### src/ddrp_pkg.sv
// Purpose: constants for the ddr bank-state and power-state tracker
// Assumes: 200 MHz clock, one command sampled per rising edge
// Notes:   analog minimums are given in ps and turned into cycles here
package ddrp_pkg;
   localparam int CLK_PERIOD_PS    = 5000;  // clock period
   localparam int NUM_BANKS        = 4;     // bank count
   localparam int BANK_BITS        = 2;     // bank address width
   localparam int ROW_BITS         = 13;    // row address width
   localparam int AUTO_CLOSE_BIT   = 10;    // precharge flag address bit
   localparam int ACTIVATE_TO_PRECHARGE_MIN_PS          = 40000; // activate to precharge min
   localparam int TRP_PS           = 15000; // precharge period
   localparam int TWR_PS           = 15000; // write recovery time
   localparam int REFRESH_CYCLE_TIME_PS          = 70000; // refresh cycle time
   // least times round up to whole cycles
   localparam int ACTIVATE_TO_PRECHARGE_MIN_CYC = (ACTIVATE_TO_PRECHARGE_MIN_PS + CLK_PERIOD_PS - 1) / CLK_PERIOD_PS;
   localparam int TRP_CYC  = (TRP_PS + CLK_PERIOD_PS - 1) / CLK_PERIOD_PS;
   localparam int TWR_CYC  = (TWR_PS + CLK_PERIOD_PS - 1) / CLK_PERIOD_PS;
   localparam int REFRESH_CYCLE_TIME_CYC = (REFRESH_CYCLE_TIME_PS + CLK_PERIOD_PS - 1) / CLK_PERIOD_PS;
   localparam int CNT_BITS = 8;             // timer width
   // command codes {cs_n, ras_n, cas_n, we_n}; cs_n high is deselect
   localparam logic [3:0] CMD_NOP     = 4'h7;
   localparam logic [3:0] CMD_ACT     = 4'h3;
   localparam logic [3:0] CMD_READ    = 4'h5;
   localparam logic [3:0] CMD_WRITE   = 4'h4;
   localparam logic [3:0] CMD_PRE     = 4'h2;
   localparam logic [3:0] CMD_REFRESH = 4'h1;
   // per-bank phase
   typedef enum logic [2:0] {
      BK_IDLE, BK_ACTIVE, BK_RD_AP, BK_WR_AP, BK_PRECHARGING
   } ddrp_bank_t;
   // device power phase
   typedef enum logic [1:0] {
      PW_RUN, PW_REFRESH, PW_POWERDOWN, PW_SELFREF
   } ddrp_power_t;
endpackage : ddrp_pkg

### src/ddrp_state.sv
// Purpose: tracks bank, refresh and power state of a four-bank ddr dram
// Assumes: controller keeps its own timing and ordering duties
// Notes:   outputs expose internal state; no data path is modelled
////////////////////////////////////////////////////////////////////////
// Functional notes
// - read auto-close precharges after half burst
// - delay that precharge until activate-min met
// - write with address bit ten auto-closes
// - write precharge starts recovery after last data
// - refresh is cs ras cas low, cke we high
// - refresh uses own counter, ends all idle
// - self refresh entry encodes cke low refresh
// - self refresh ignores all but clock enable
// - internal clock gated during self refresh
// - cke low idle enters power-down, kind by banks
// - power-down ignores all inputs but cke
// - cke high exits power-down, whatever the command
module ddrp_state
   import ddrp_pkg::*;
#(
   parameter int BURST_LEN = 4  // burst_length_setting
) (
   input  wire logic                 clock,
   input  wire logic                 rst,
   input  wire logic                 cke,        // clock enable pin
   input  wire logic                 csN,
   input  wire logic                 rasN,
   input  wire logic                 casN,
   input  wire logic                 weN,
   input  wire logic [BANK_BITS-1:0] bankAddr,
   input  wire logic [ROW_BITS-1:0]  addr,
   output logic [NUM_BANKS-1:0]      bankOpen,       // row open per bank
   output logic [NUM_BANKS-1:0]      bankPrecharging,// auto or command close
   output logic                      selfRefresh,    // in self refresh
   output logic                      powerDown,      // in power-down
   output logic                      activePowerDown,// power-down with open row
   output logic                      coreClockOn,    // internal clock gate
   output logic [ROW_BITS-1:0]       refreshRow      // internal refresh counter
);
   localparam int HALF_BL = BURST_LEN / 2;
   localparam int PRE_CYC = TRP_CYC;   // precharge length for checks
   ////////////////////////////////////////////////////////////////////
   // state record
   typedef struct packed {
      ddrp_bank_t [NUM_BANKS-1:0]                 bank;
      logic [NUM_BANKS-1:0][CNT_BITS-1:0]         rasCnt; // since activate
      logic [NUM_BANKS-1:0][CNT_BITS-1:0]         apCnt;  // auto-close timer
      ddrp_power_t                                power;
      logic [CNT_BITS-1:0]                        rfCnt;  // refresh timer
      logic                                       ckePrev;
      logic [ROW_BITS-1:0]                        row;
   } ddrp_state_t;

   ddrp_state_t cur, next_cur;  // registered and next state
   logic [3:0]  cmd;            // decoded command code
   logic        allIdle;        // every bank idle
   logic        apHit;          // auto-close flag on column command

   assign cmd   = csN ? CMD_NOP : {1'b0, rasN, casN, weN};
   assign apHit = addr[AUTO_CLOSE_BIT];

   ////////////////////////////////////////////////////////////////////
   // next-state logic
   always_comb begin
      next_cur         = cur;
      next_cur.ckePrev = cke;
      allIdle          = 1'b1;
      for (int b = 0; b < NUM_BANKS; b++) begin
         if (cur.bank[b] != BK_IDLE) allIdle = 1'b0;
      end
      // per-bank timers and auto-close sequencing
      for (int b = 0; b < NUM_BANKS; b++) begin
         if (cur.rasCnt[b] != '1) next_cur.rasCnt[b] = cur.rasCnt[b] + 1'b1;
         if (cur.apCnt[b] != '0) next_cur.apCnt[b] = cur.apCnt[b] - 1'b1;
         unique case (cur.bank[b])
            BK_RD_AP, BK_WR_AP: begin
               // start precharge once delay spent and activate_to_precharge_min met
               if (cur.apCnt[b] <= 1 && cur.rasCnt[b] >= ACTIVATE_TO_PRECHARGE_MIN_CYC - 1) begin
                  next_cur.bank[b]  = BK_PRECHARGING;
                  next_cur.apCnt[b] = CNT_BITS'(TRP_CYC);
               end
            end
            BK_PRECHARGING: begin
               if (cur.apCnt[b] <= 1) next_cur.bank[b] = BK_IDLE;
            end
            default: ;
         endcase
      end
      unique case (cur.power)
         PW_RUN: begin
            if (cur.ckePrev && !cke) begin
               // refresh code with cke falling enters self refresh
               if (cmd == CMD_REFRESH && allIdle) next_cur.power = PW_SELFREF;
               else if (cmd == CMD_NOP) next_cur.power = PW_POWERDOWN;
            end else if (cke) begin
               for (int b = 0; b < NUM_BANKS; b++) begin
                  if (bankAddr == BANK_BITS'(b)) begin
                     if (cmd == CMD_ACT && cur.bank[b] == BK_IDLE) begin
                        next_cur.bank[b]   = BK_ACTIVE;
                        next_cur.rasCnt[b] = '0;
                     end else if (cmd == CMD_READ && apHit
                                  && cur.bank[b] == BK_ACTIVE) begin
                        next_cur.bank[b]  = BK_RD_AP;
                        next_cur.apCnt[b] = CNT_BITS'(HALF_BL);
                     end else if (cmd == CMD_WRITE && apHit
                                  && cur.bank[b] == BK_ACTIVE) begin
                        next_cur.bank[b]  = BK_WR_AP;
                        // last data plus write recovery
                        next_cur.apCnt[b] = CNT_BITS'(HALF_BL + 1 + TWR_CYC);
                     end else if (cmd == CMD_PRE && cur.bank[b] == BK_ACTIVE) begin
                        next_cur.bank[b]  = BK_PRECHARGING;
                        next_cur.apCnt[b] = CNT_BITS'(TRP_CYC);
                     end
                  end
               end
               if (cmd == CMD_REFRESH && allIdle) begin
                  next_cur.power = PW_REFRESH;
                  next_cur.rfCnt = CNT_BITS'(REFRESH_CYCLE_TIME_CYC);
                  next_cur.row   = cur.row + 1'b1;
               end
            end
         end
         PW_REFRESH: begin
            if (cur.rfCnt <= 1) next_cur.power = PW_RUN;
            else next_cur.rfCnt = cur.rfCnt - 1'b1;
         end
         PW_POWERDOWN: begin
            // only cke is looked at; exit on cke high
            if (cke) next_cur.power = PW_RUN;
         end
         PW_SELFREF: begin
            if (cke) next_cur.power = PW_RUN;
         end
      endcase
   end

   ////////////////////////////////////////////////////////////////////
   // state register
   always_ff @(posedge clock or posedge rst) begin
      if (rst) begin
         cur <= '0;
      end else begin
         cur <= next_cur;
      end
   end

   ////////////////////////////////////////////////////////////////////
   // outputs
   always_comb begin
      for (int b = 0; b < NUM_BANKS; b++) begin
         bankOpen[b]        = cur.bank[b] inside {BK_ACTIVE, BK_RD_AP, BK_WR_AP};
         bankPrecharging[b] = cur.bank[b] == BK_PRECHARGING;
      end
   end
   assign selfRefresh     = cur.power == PW_SELFREF;
   assign powerDown       = cur.power == PW_POWERDOWN;
   assign activePowerDown = powerDown && (|bankOpen);
   assign coreClockOn     = !selfRefresh;
   assign refreshRow      = cur.row;

   ////////////////////////////////////////////////////////////////////
   // checks
   a_refresh_ends_idle: assert property (@(posedge clock) disable iff (rst)
      $fell(cur.power == PW_REFRESH) |-> allIdle)
      else $error("refresh left a bank open");
   a_selfref_clock_off: assert property (@(posedge clock) disable iff (rst)
      selfRefresh |-> !coreClockOn) else $error("clock running in self refresh");
   a_rdap_no_early: assert property (@(posedge clock) disable iff (rst)
      (cur.bank[0] == BK_RD_AP && next_cur.bank[0] == BK_PRECHARGING)
      |-> cur.rasCnt[0] >= ACTIVATE_TO_PRECHARGE_MIN_CYC - 1) else $error("precharge before activate_to_precharge_min");
   a_pd_entry: assert property (@(posedge clock) disable iff (rst)
      (cur.power == PW_RUN && cur.ckePrev && !cke && cmd == CMD_NOP)
      |=> powerDown) else $error("power-down not entered");
   a_pd_exit: assert property (@(posedge clock) disable iff (rst)
      (powerDown && cke) |=> cur.power == PW_RUN) else $error("power-down not left");
   a_sr_entry: assert property (@(posedge clock) disable iff (rst)
      (cur.power == PW_RUN && cur.ckePrev && !cke && cmd == CMD_REFRESH && allIdle)
      |=> selfRefresh) else $error("self refresh not entered");
   a_sr_hold: assert property (@(posedge clock) disable iff (rst)
      (selfRefresh && !cke) |=> selfRefresh) else $error("self refresh left early");
   a_wrap_close: assert property (@(posedge clock) disable iff (rst)
      (cur.power == PW_RUN && cke && cmd == CMD_WRITE && apHit && bankAddr == 2'h0
       && cur.bank[0] == BK_ACTIVE) |=> cur.bank[0] == BK_WR_AP)
      else $error("write auto-close missed");
   // read auto-close of bank 0 starts once both delays are spent
   a_rdap_start: assert property (@(posedge clock) disable iff (rst)
      (cur.bank[0] == BK_RD_AP && cur.apCnt[0] <= 1 && cur.rasCnt[0] >= ACTIVATE_TO_PRECHARGE_MIN_CYC - 1)
      |=> bankPrecharging[0]) else $error("auto-close precharge not started");
   // precharge lasts the precharge period, then idle
   a_pre_length: assert property (@(posedge clock) disable iff (rst)
      $rose(bankPrecharging[0]) |-> ##[PRE_CYC:PRE_CYC] !bankPrecharging[0])
      else $error("precharge length wrong");
   // every auto refresh steps the internal row counter once
   a_refresh_row: assert property (@(posedge clock) disable iff (rst)
      $rose(cur.power == PW_REFRESH) |-> cur.row == $past(cur.row) + 1'b1)
      else $error("refresh row not stepped");
   // power-down held while cke stays low
   a_pd_hold: assert property (@(posedge clock) disable iff (rst)
      (powerDown && !cke) |=> powerDown) else $error("power-down left early");
   // refresh refused while any bank busy
   a_refresh_busy: assert property (@(posedge clock) disable iff (rst)
      (cur.power == PW_RUN && cke && cmd == CMD_REFRESH && !allIdle)
      |=> cur.power == PW_RUN) else $error("refresh taken with bank busy");
endmodule // ddrp_state

### config.mk
export PLATFORM = sky130hd
export DESIGN_NAME = ddrp_state
export DESIGN_NICKNAME = d
export VERILOG_FILES = /design/src/ddrp_pkg.sv /design/src/ddrp_state.sv
export SDC_FILE = /design/constraint.sdc
export NUM_CORES = 1
export LEC_CHECK = 0
export ABC_AREA = 0
export BUFFER_PORTS_ARGS = -buffer_cell sky130_fd_sc_hd__buf_2
export CAP_MARGIN = 0
export CORE_MARGIN = 2
export CORE_UTILIZATION = 50
export CTS_BUF_LIST = sky130_fd_sc_hd__clkbuf_4 sky130_fd_sc_hd__clkbuf_8
export CTS_CLUSTER_SIZE = 16
export DETAILED_ROUTE_END_ITERATION = 7
export PLACE_DENSITY_LB_ADDON = 0.1
export SLEW_MARGIN = 20
export SYNTH_ARGS = -nofsm -noshare
export SYNTH_HDL_FRONTEND = slang
export SYNTH_SLANG_ARGS = --single-unit
### constraint.sdc
create_clock -name clock -period 6.3 [get_ports clock]
set_clock_uncertainty 0.05 [all_clocks]
set_input_delay 0.315 -clock clock [delete_from_list [all_inputs] [get_ports clock]]
set_output_delay 0.315 -clock clock [all_outputs]
set_load 0.005 [all_outputs]
==> out/metrics.csv, run 1 <==
stage;metric;value;unit
yosys;yosysSeqAreaShare;45.7;%
clocking;clk_latency;390;ps
die;start_util;51.0;%
clocking;root_buffer;clkbuf_8;
routing;via_per_inst;5.68;
finish;syn_to_final_growth;8.65;%
placement;place_inst;737;
worst_setup_path;crit_arrival;2480;ps
timing;finalHoldViolCount;0;
timing;fmax;0.443;GHz
finish;finalNonFillerCells;754;
routing;drt_iter0_markers;255;
finish;seqCellArea;2500;µm²
global_routing;grt_usage;20.7;%
run;max-cap-violations;0;
clocking;h-tree-depth;3;
yosys;syn_area;5480;µm²
finish;nets;646;
routing;num_vias;4283;
clocking;clockBufferDepth;2;
timing;finalSetupTns;0;ps
power;seqPwrFrac;50.9;%
global_routing;grt_pass1_vias;4153;
placement;gp_congestion;0.864;
finish;diodes;0;
clocking;cts_buffers;9;
timing;setup_viol;0;
finish;final_layout_size_suffix_gt1_share;10.4;%
global_routing;grt_max_degree;67;
routing;firstDrtPassIters;4;
power;p_sw;0.471;mW
global_routing;grt_overflow;0;
min_path;min_path_type;in2reg;
worst_setup_path;critPathLaunchType;register;
worst_setup_path;cp_cell_sequence;nor4b_1 > nand4_1 > nor2_1 > mux2_2;
worst_setup_path;worstPathRequired;6520;ps
global_routing;antenna_found_initial;0;
yosys;yosys.cell_types.count;62;
power;p_int;1.12;mW
timing;min_period;2260;ps
global_routing;grt_pass1_wl;19300;µm
placement;placed_area;5690;µm²
finish;multi_input_area;2770;µm²
die;die_h;109;µm
yosys;synth_seq_cells;100;
outcome;status;finished clean;
timing;maxSlewViolCount;0;
power;p_total;1.60;mW
clocking;path_clk_slew;90;ps
clocking;cts_tree;built;
finish;stdcell_area;5950;µm²
yosys;yosys_warnings;0;
clocking;cts.sinks;100;
timing;worst_pin_slew;940;ps
power;leakagePower;2.64;nW
worst_setup_path;end_kind;register;
worst_setup_path;slowest_stage;nor2_1;
timing;finalCritPeriodShare;35.8;%
worst_setup_path;critical-path-max-stage-delay;600;ps
die;dieWidth;109;µm
die;core_area;10700;µm²
die;std_cell_rows;38;
yosys;synth_flop_cell;dfrtp_1;
timing;rsz0062_at_grt;false;
power;power_frac_clock;31.6;%
die;die_area;11800;µm²
power;power_density;268;nW/µm²
yosys;async_flop_share;100;%
timing;fin_hold_ws;55.8;ps
yosys;syn-instance-count;584;
power;combPwrFrac;17.5;%
yosys;syn-num-nets;621;
placement;port-buffer-count;34;
routing;drtAntennaViolNets;0;
worst_setup_path;crit_type;reg2reg;
routing;totalWireLength;11200;µm
placement;dp.final_hpwl;8040;µm
routing;wire_per_inst;14.9;µm
power;peakVddDrop;0.188;mV
power;p_sw_share;29.5;%
die;io_pins;47;
finish;n_fill_cell;1014;
worst_setup_path;crit_fanout;10;
timing;relSlewSlack;36.8;%
yosys;synth_edf_count;0;
clocking;post_cts_resized;0;
routing;drc;0;
yosys;syn_area_per_cell;9.38;µm²
power by group through the flow:
stage	logic [mW]	clock network (mW)	registers (mW)
after floorplan	0.228	0	0.804
after CTS	0.284	0.520	0.813
after global routing	0.321	0.545	0.829
after global placement	0.270	0	0.821
after detailed placement	0.283	0	0.824
final	0.279	0.504	0.813
logic make-up after synthesis:
logic type	Yosys count	synth area share (%)
mux	13	2.40
simple gates	287	27.0
flops	100	45.7
xor+xnor	41	6.55
fa+ha+maj	15	3.42
compound gates	88	11.0
buf+inv	40	3.97
metrics by stage:
step | setup slack [ps] | util (%)
2_1_floorplan | 3320 | -
3_3_place_gp | 4060 | 52.9
3_5_place_dp | 4000 | 52.9
4_1_cts | 3990 | 55.3
5_1_grt | 3730 | 55.4
6_report | 4040 | 55.4
state kept, by name (all words and copies together), names as in the netlist:
signal / cells
cur: 87
refreshRow: 13
critical path, delay by kind of cell, from the launching register on:
| kind | cells | cell delay (ps) |
|---|---|---|
| flip-flops | 1 | 460 |
| multiplexers | 1 | 400 |
| AND/OR/NAND/NOR | 3 | 1230 |
Yosys cell counts, types with 8 or more instances:
| cell type | instances | area share [%] |
|---|---|---|
| xnor2_1 | 26 | 4.2 |
| ha_1 | 15 | 3.4 |
| and2_1 | 8 | 0.91 |
| a21oi_1 | 13 | 1.2 |
| a31oi_1 | 10 | 1.1 |
| xor2_1 | 15 | 2.4 |
| and3_1 | 16 | 1.8 |
| nand2_1 | 45 | 3.1 |
| nor2_1 | 92 | 6.3 |
| o21ai_0 | 17 | 1.6 |
| nand3_1 | 22 | 2.0 |
| mux2i_1 | 12 | 2.2 |
| inv_1 | 18 | 1.2 |
| nand4_1 | 16 | 1.8 |
| nor4_1 | 12 | 1.4 |
| nand2b_1 | 9 | 1.0 |
| nor3_1 | 28 | 2.6 |
| buf_4 | 14 | 1.9 |
| dfrtp_1 | 100 | 46 |
metal layers:
layer,global-route usage (%),share of wire [%],vias up
met1,26.0,46,2108
met5,0,0,-
met3,6.34,3.5,10
met4,5.13,1.1,0
li1,-,-,2130
met2,34.8,50,35
cell type report:
cell class,count,area share (%)
Clock buffer,10,2.31
Clock inverter,6,1.87
Inverter,18,1.18
Multi-Input combinational cell,444,46.5
Sequential cell,100,42.0
Tap cell,140,2.94
Timing Repair Buffer,36,3.15
placed cells by master (no fill, tap or decap), types with 10 or more instances in the layout:
cell	synthesis	layout
xnor2_1	26	26
and3_1	16	16
nor4_1	12	12
clkbuf_8	0	10
xor2_1	15	15
ha_1	15	15
nor2_1	92	92
a31oi_1	10	10
nand3_1	22	22
a21oi_1	13	13
mux2i_1	12	12
nand2_1	45	45
inv_1	18	17
o21ai_0	17	17
dfrtp_1	100	100
buf_2	0	34
nand4_1	16	16
nor3_1	28	26
repair_timing:
action | 4_1_cts | 5_1_grt
setup buffers | 0 | 0
hold buffers | 1 | 0
hold endpoints to repair | 34 | 0
final timing paths:
path                                                    to                        from  slack [ps]  cells after the start
worst max-delay path             refreshRow[1]$_DFFE_PP0P_           cur[96]$_DFF_PP0_        4040                      4
worst min-delay path                     cur[13]$_DFF_PP0_                         cke          60                      1
worst max register to register   refreshRow[1]$_DFFE_PP0P_           cur[96]$_DFF_PP0_        4040                      4
worst min register to register  refreshRow[12]$_DFFE_PP0P_  refreshRow[12]$_DFFE_PP0P_         440                      1
max in group asynchronous                cur[43]$_DFF_PP0_                         rst        4580                      4
min in group asynchronous                cur[75]$_DFF_PP0_                         rst         430                      3
No activity file was read; power rests on OpenSTA's default activity.
==> run 2, diff against run 1 <==
==> constraint.sdc (replaced) <==
create_clock -name clock -period 1.86 [get_ports clock]
set_clock_uncertainty 0.05 [all_clocks]
set_input_delay 0.093 -clock clock [delete_from_list [all_inputs] [get_ports clock]]
set_output_delay 0.093 -clock clock [all_outputs]
set_load 0.005 [all_outputs]
==> out/metrics.csv, run 2 (synthesis gave the netlist of run 1 again) <==
stage;metric;value;unit;change
die;std_cell_rows;38;;unchanged
timing;worst_pin_slew;531;ps;-409 ps
min_path;hold_depth;4;;+3
power;peakVddDrop;1.02;mV;+440%
worst_setup_path;reg2reg_to;cur[97]$_DFF_PP0_;;
finish;finalNonFillerCells;844;;+12%
finish;stdcell_area;6880;µm²;+15%
routing;drt_iter0_markers;263;;+3.1%
timing;min_period;1950;ps;-304 ps
min_path;hp-start;bankAddr[1];;
worst_setup_path;critical-path-max-stage-delay;510;ps;-90 ps
power;p_sw_share;30.2;%;+0.75 points
placement;dp.final_hpwl;8830;µm;+9.9%
power;combPwrFrac;22.5;%;+5.0 points
worst_setup_path;rr_worst_depth;5;;+1
timing;rsz0062_at_grt;true;;
worst_setup_path;ff2ff_setup_slack;-90;ps;-4140 ps
routing;wire_per_inst;15.0;µm;+0.75%
min_path;min_path_type;in2reg;;
worst_setup_path;cp_cell_sequence;nor3b_4 > nand2_2 > or4b_4 > o211a_1 > or3_1;;
global_routing;grt_usage;22.7;%;+2.1 points
die;die_h;109;µm;unchanged
finish;fin_util;64.0;%;+8.6 points
finish;syn_to_final_growth;25.5;%;
global_routing;grt_pass1_vias;4521;;+8.9%
min_path;holdPathEnd;cur[92]$_DFF_PP0_;;
clocking;cts_tree;built;;
run;max-cap-violations;0;;unchanged
routing;totalWireLength;12600;µm;+13%
routing;drtAntennaViolNets;0;;unchanged
worst_setup_path;crit_type;reg2reg;;
worst_setup_path;crit_fanout;3;;-7
global_routing;grt_overflow;0;;unchanged
finish;final_cell_mix;100 x dfrtp_1, 85 x buf_4, 83 x nor2_1, 45 x nand2_1, 34 x buf_2;;
power;power_frac_clock;27.4;%;-4.2 points
die;core_area;10700;µm²;unchanged
placement;placed_area;6330;µm²;+11%
timing;relSlewSlack;64.6;%;+28 points
outcome;violations;negative setup slack;;
clocking;root_buffer;clkbuf_8;;
finish;final_layout_size_suffix_gt1_share;26.3;%;+16 points
placement;port-buffer-count;34;;unchanged
worst_setup_path;critPathLaunchType;register;;
clocking;cts.sinks;100;;unchanged
worst_setup_path;crit_arrival;2170;ps;-310 ps
worst_setup_path;startpoint;cur[23]$_DFFE_PP0P_;;
worst_setup_path;worstPathRequired;2070;ps;-4450 ps
finish;final_common_cell;dfrtp_1;;
routing;drc;0;;unchanged
timing;fin_hold_ws;99.0;ps;+43.2 ps
timing;fmax;0.512;GHz;+16%
placement;place_inst;820;;+11%
die;start_util;51.0;%;unchanged
clocking;path_clk_slew;90;ps;about the same
timing;finalHoldViolCount;0;;unchanged
clocking;cts_buffers;9;;unchanged
global_routing;grt_max_degree;101;;+51%
die;dieWidth;109;µm;unchanged
die;io_pins;47;;unchanged
finish;nets;736;;+14%
clocking;clk_latency;390;ps;about the same
power;p_sw;1.65;mW;+250%
placement;gp_congestion;0.825;;-4.4%
routing;firstDrtPassIters;4;;unchanged
timing;maxSlewViolCount;0;;unchanged
global_routing;antenna_found_initial;0;;unchanged
routing;via_per_inst;5.54;;-2.5%
die;die_area;11800;µm²;unchanged
routing;num_vias;4676;;+9.2%
worst_setup_path;end_kind;register;;
timing;setup_viol;13;;+13
worst_setup_path;slowest_stage;or4b_4;;
finish;largest_reg_flops;87;;unchanged
power;leakagePower;3.14;nW;+19%
worst_setup_path;r2r-start;cur[23]$_DFFE_PP0P_;;
clocking;clockBufferDepth;2;;unchanged
finish;n_fill_cell;931;;-8.2%
timing;fin_ws;-94.5;ps;-4140 ps
finish;regMostFlops;cur;;
power;seqPwrFrac;50.1;%;-0.8 points
power;p_int;3.80;mW;+240%
timing;finalCritPeriodShare;105;%;+69 points
global_routing;grt_pass1_wl;21000;µm;+8.8%
clocking;h-tree-depth;3;;unchanged
power;power_density;793;nW/µm²;+200%
outcome;status;finished with violations;;
[run 2: cell count changes in the layout (fill, tap and decap cells not counted), sizes merged]
cell	before	now
buf	35	124
bufinv	3	1
clkbuf	10	14
clkinv	2	0
diode	0	1
dlygate4sd3	1	2
inv	18	17
[run 2: power groups by stage]
stage	logic [mW]	clock network, mW	registers, mW
after global placement	1.11	0	2.75
after floorplan	0.777	0	2.72
after CTS	1.21	1.54	2.73
final	1.22	1.50	2.73
after detailed placement	1.16	0	2.76
after global routing	1.40	1.64	2.78
[run 2: critical path: cells and delay by family (launching register included)]
kind	cells	cell delay (ps)
simple gates	4	1140
flops	1	420
compound gates	1	230
[run 2: cell type report]
cell class	instances	area, µm²	area share [%]
clock inverter	1	30.0	0.437
sequential	100	2500	36.4
timing repair buffer	126	893	13.0
inverter	18	71.3	1.04
tap	140	175	2.55
antenna	1	2.50	0.0364
clock buffer	14	180	2.62
multi-input combinational	444	3020	43.9
[run 2: timing repair]
| action | 4_1_cts | 5_1_grt |
|---|---|---|
| hold buffers | 2 | 0 |
| setup buffers | 5 | 3 |
| endpoints found under the setup margin | 34 | 55 |
| hold endpoints to repair | 102 | 0 |
| resized for setup | 19 | 34 |
| pin swaps | 13 | 20 |
[run 2: per-stage QoR]
stage	setup TNS (ps)	worst slack, ps	power [mW]
6_report	-347	-94.5	5.45
4_1_cts	-534	-84.2	5.48
2_1_floorplan	-322	-216	3.50
5_1_grt	-3480	-179	5.82
3_5_place_dp	-2380	-181	3.92
3_3_place_gp	-637	-106	3.86
[run 2: how the worst max path moves through the flow]
stage,end,slack [ps],depth (start not counted)
finish,cur[97]$_DFF_PP0_,-90,5
global route,cur[97]$_DFF_PP0_,-180,5
CTS,cur[97]$_DFF_PP0_,-80,5
detailed placement,cur[97]$_DFF_PP0_,-180,5
global placement,cur[97]$_DFF_PP0_,-110,5
floorplan,cur[97]$_DFF_PP0_,-220,7
[run 2: per-layer routing]
metal / vias up / track usage [%] / part of all wire, %
met4: 0 / 5.13 / 1.3
li1: 2313 / - / -
met3: 14 / 6.40 / 3.7
met1: 2287 / 29.7 / 45
met2: 62 / 37.6 / 50
met5: - / 0 / 0
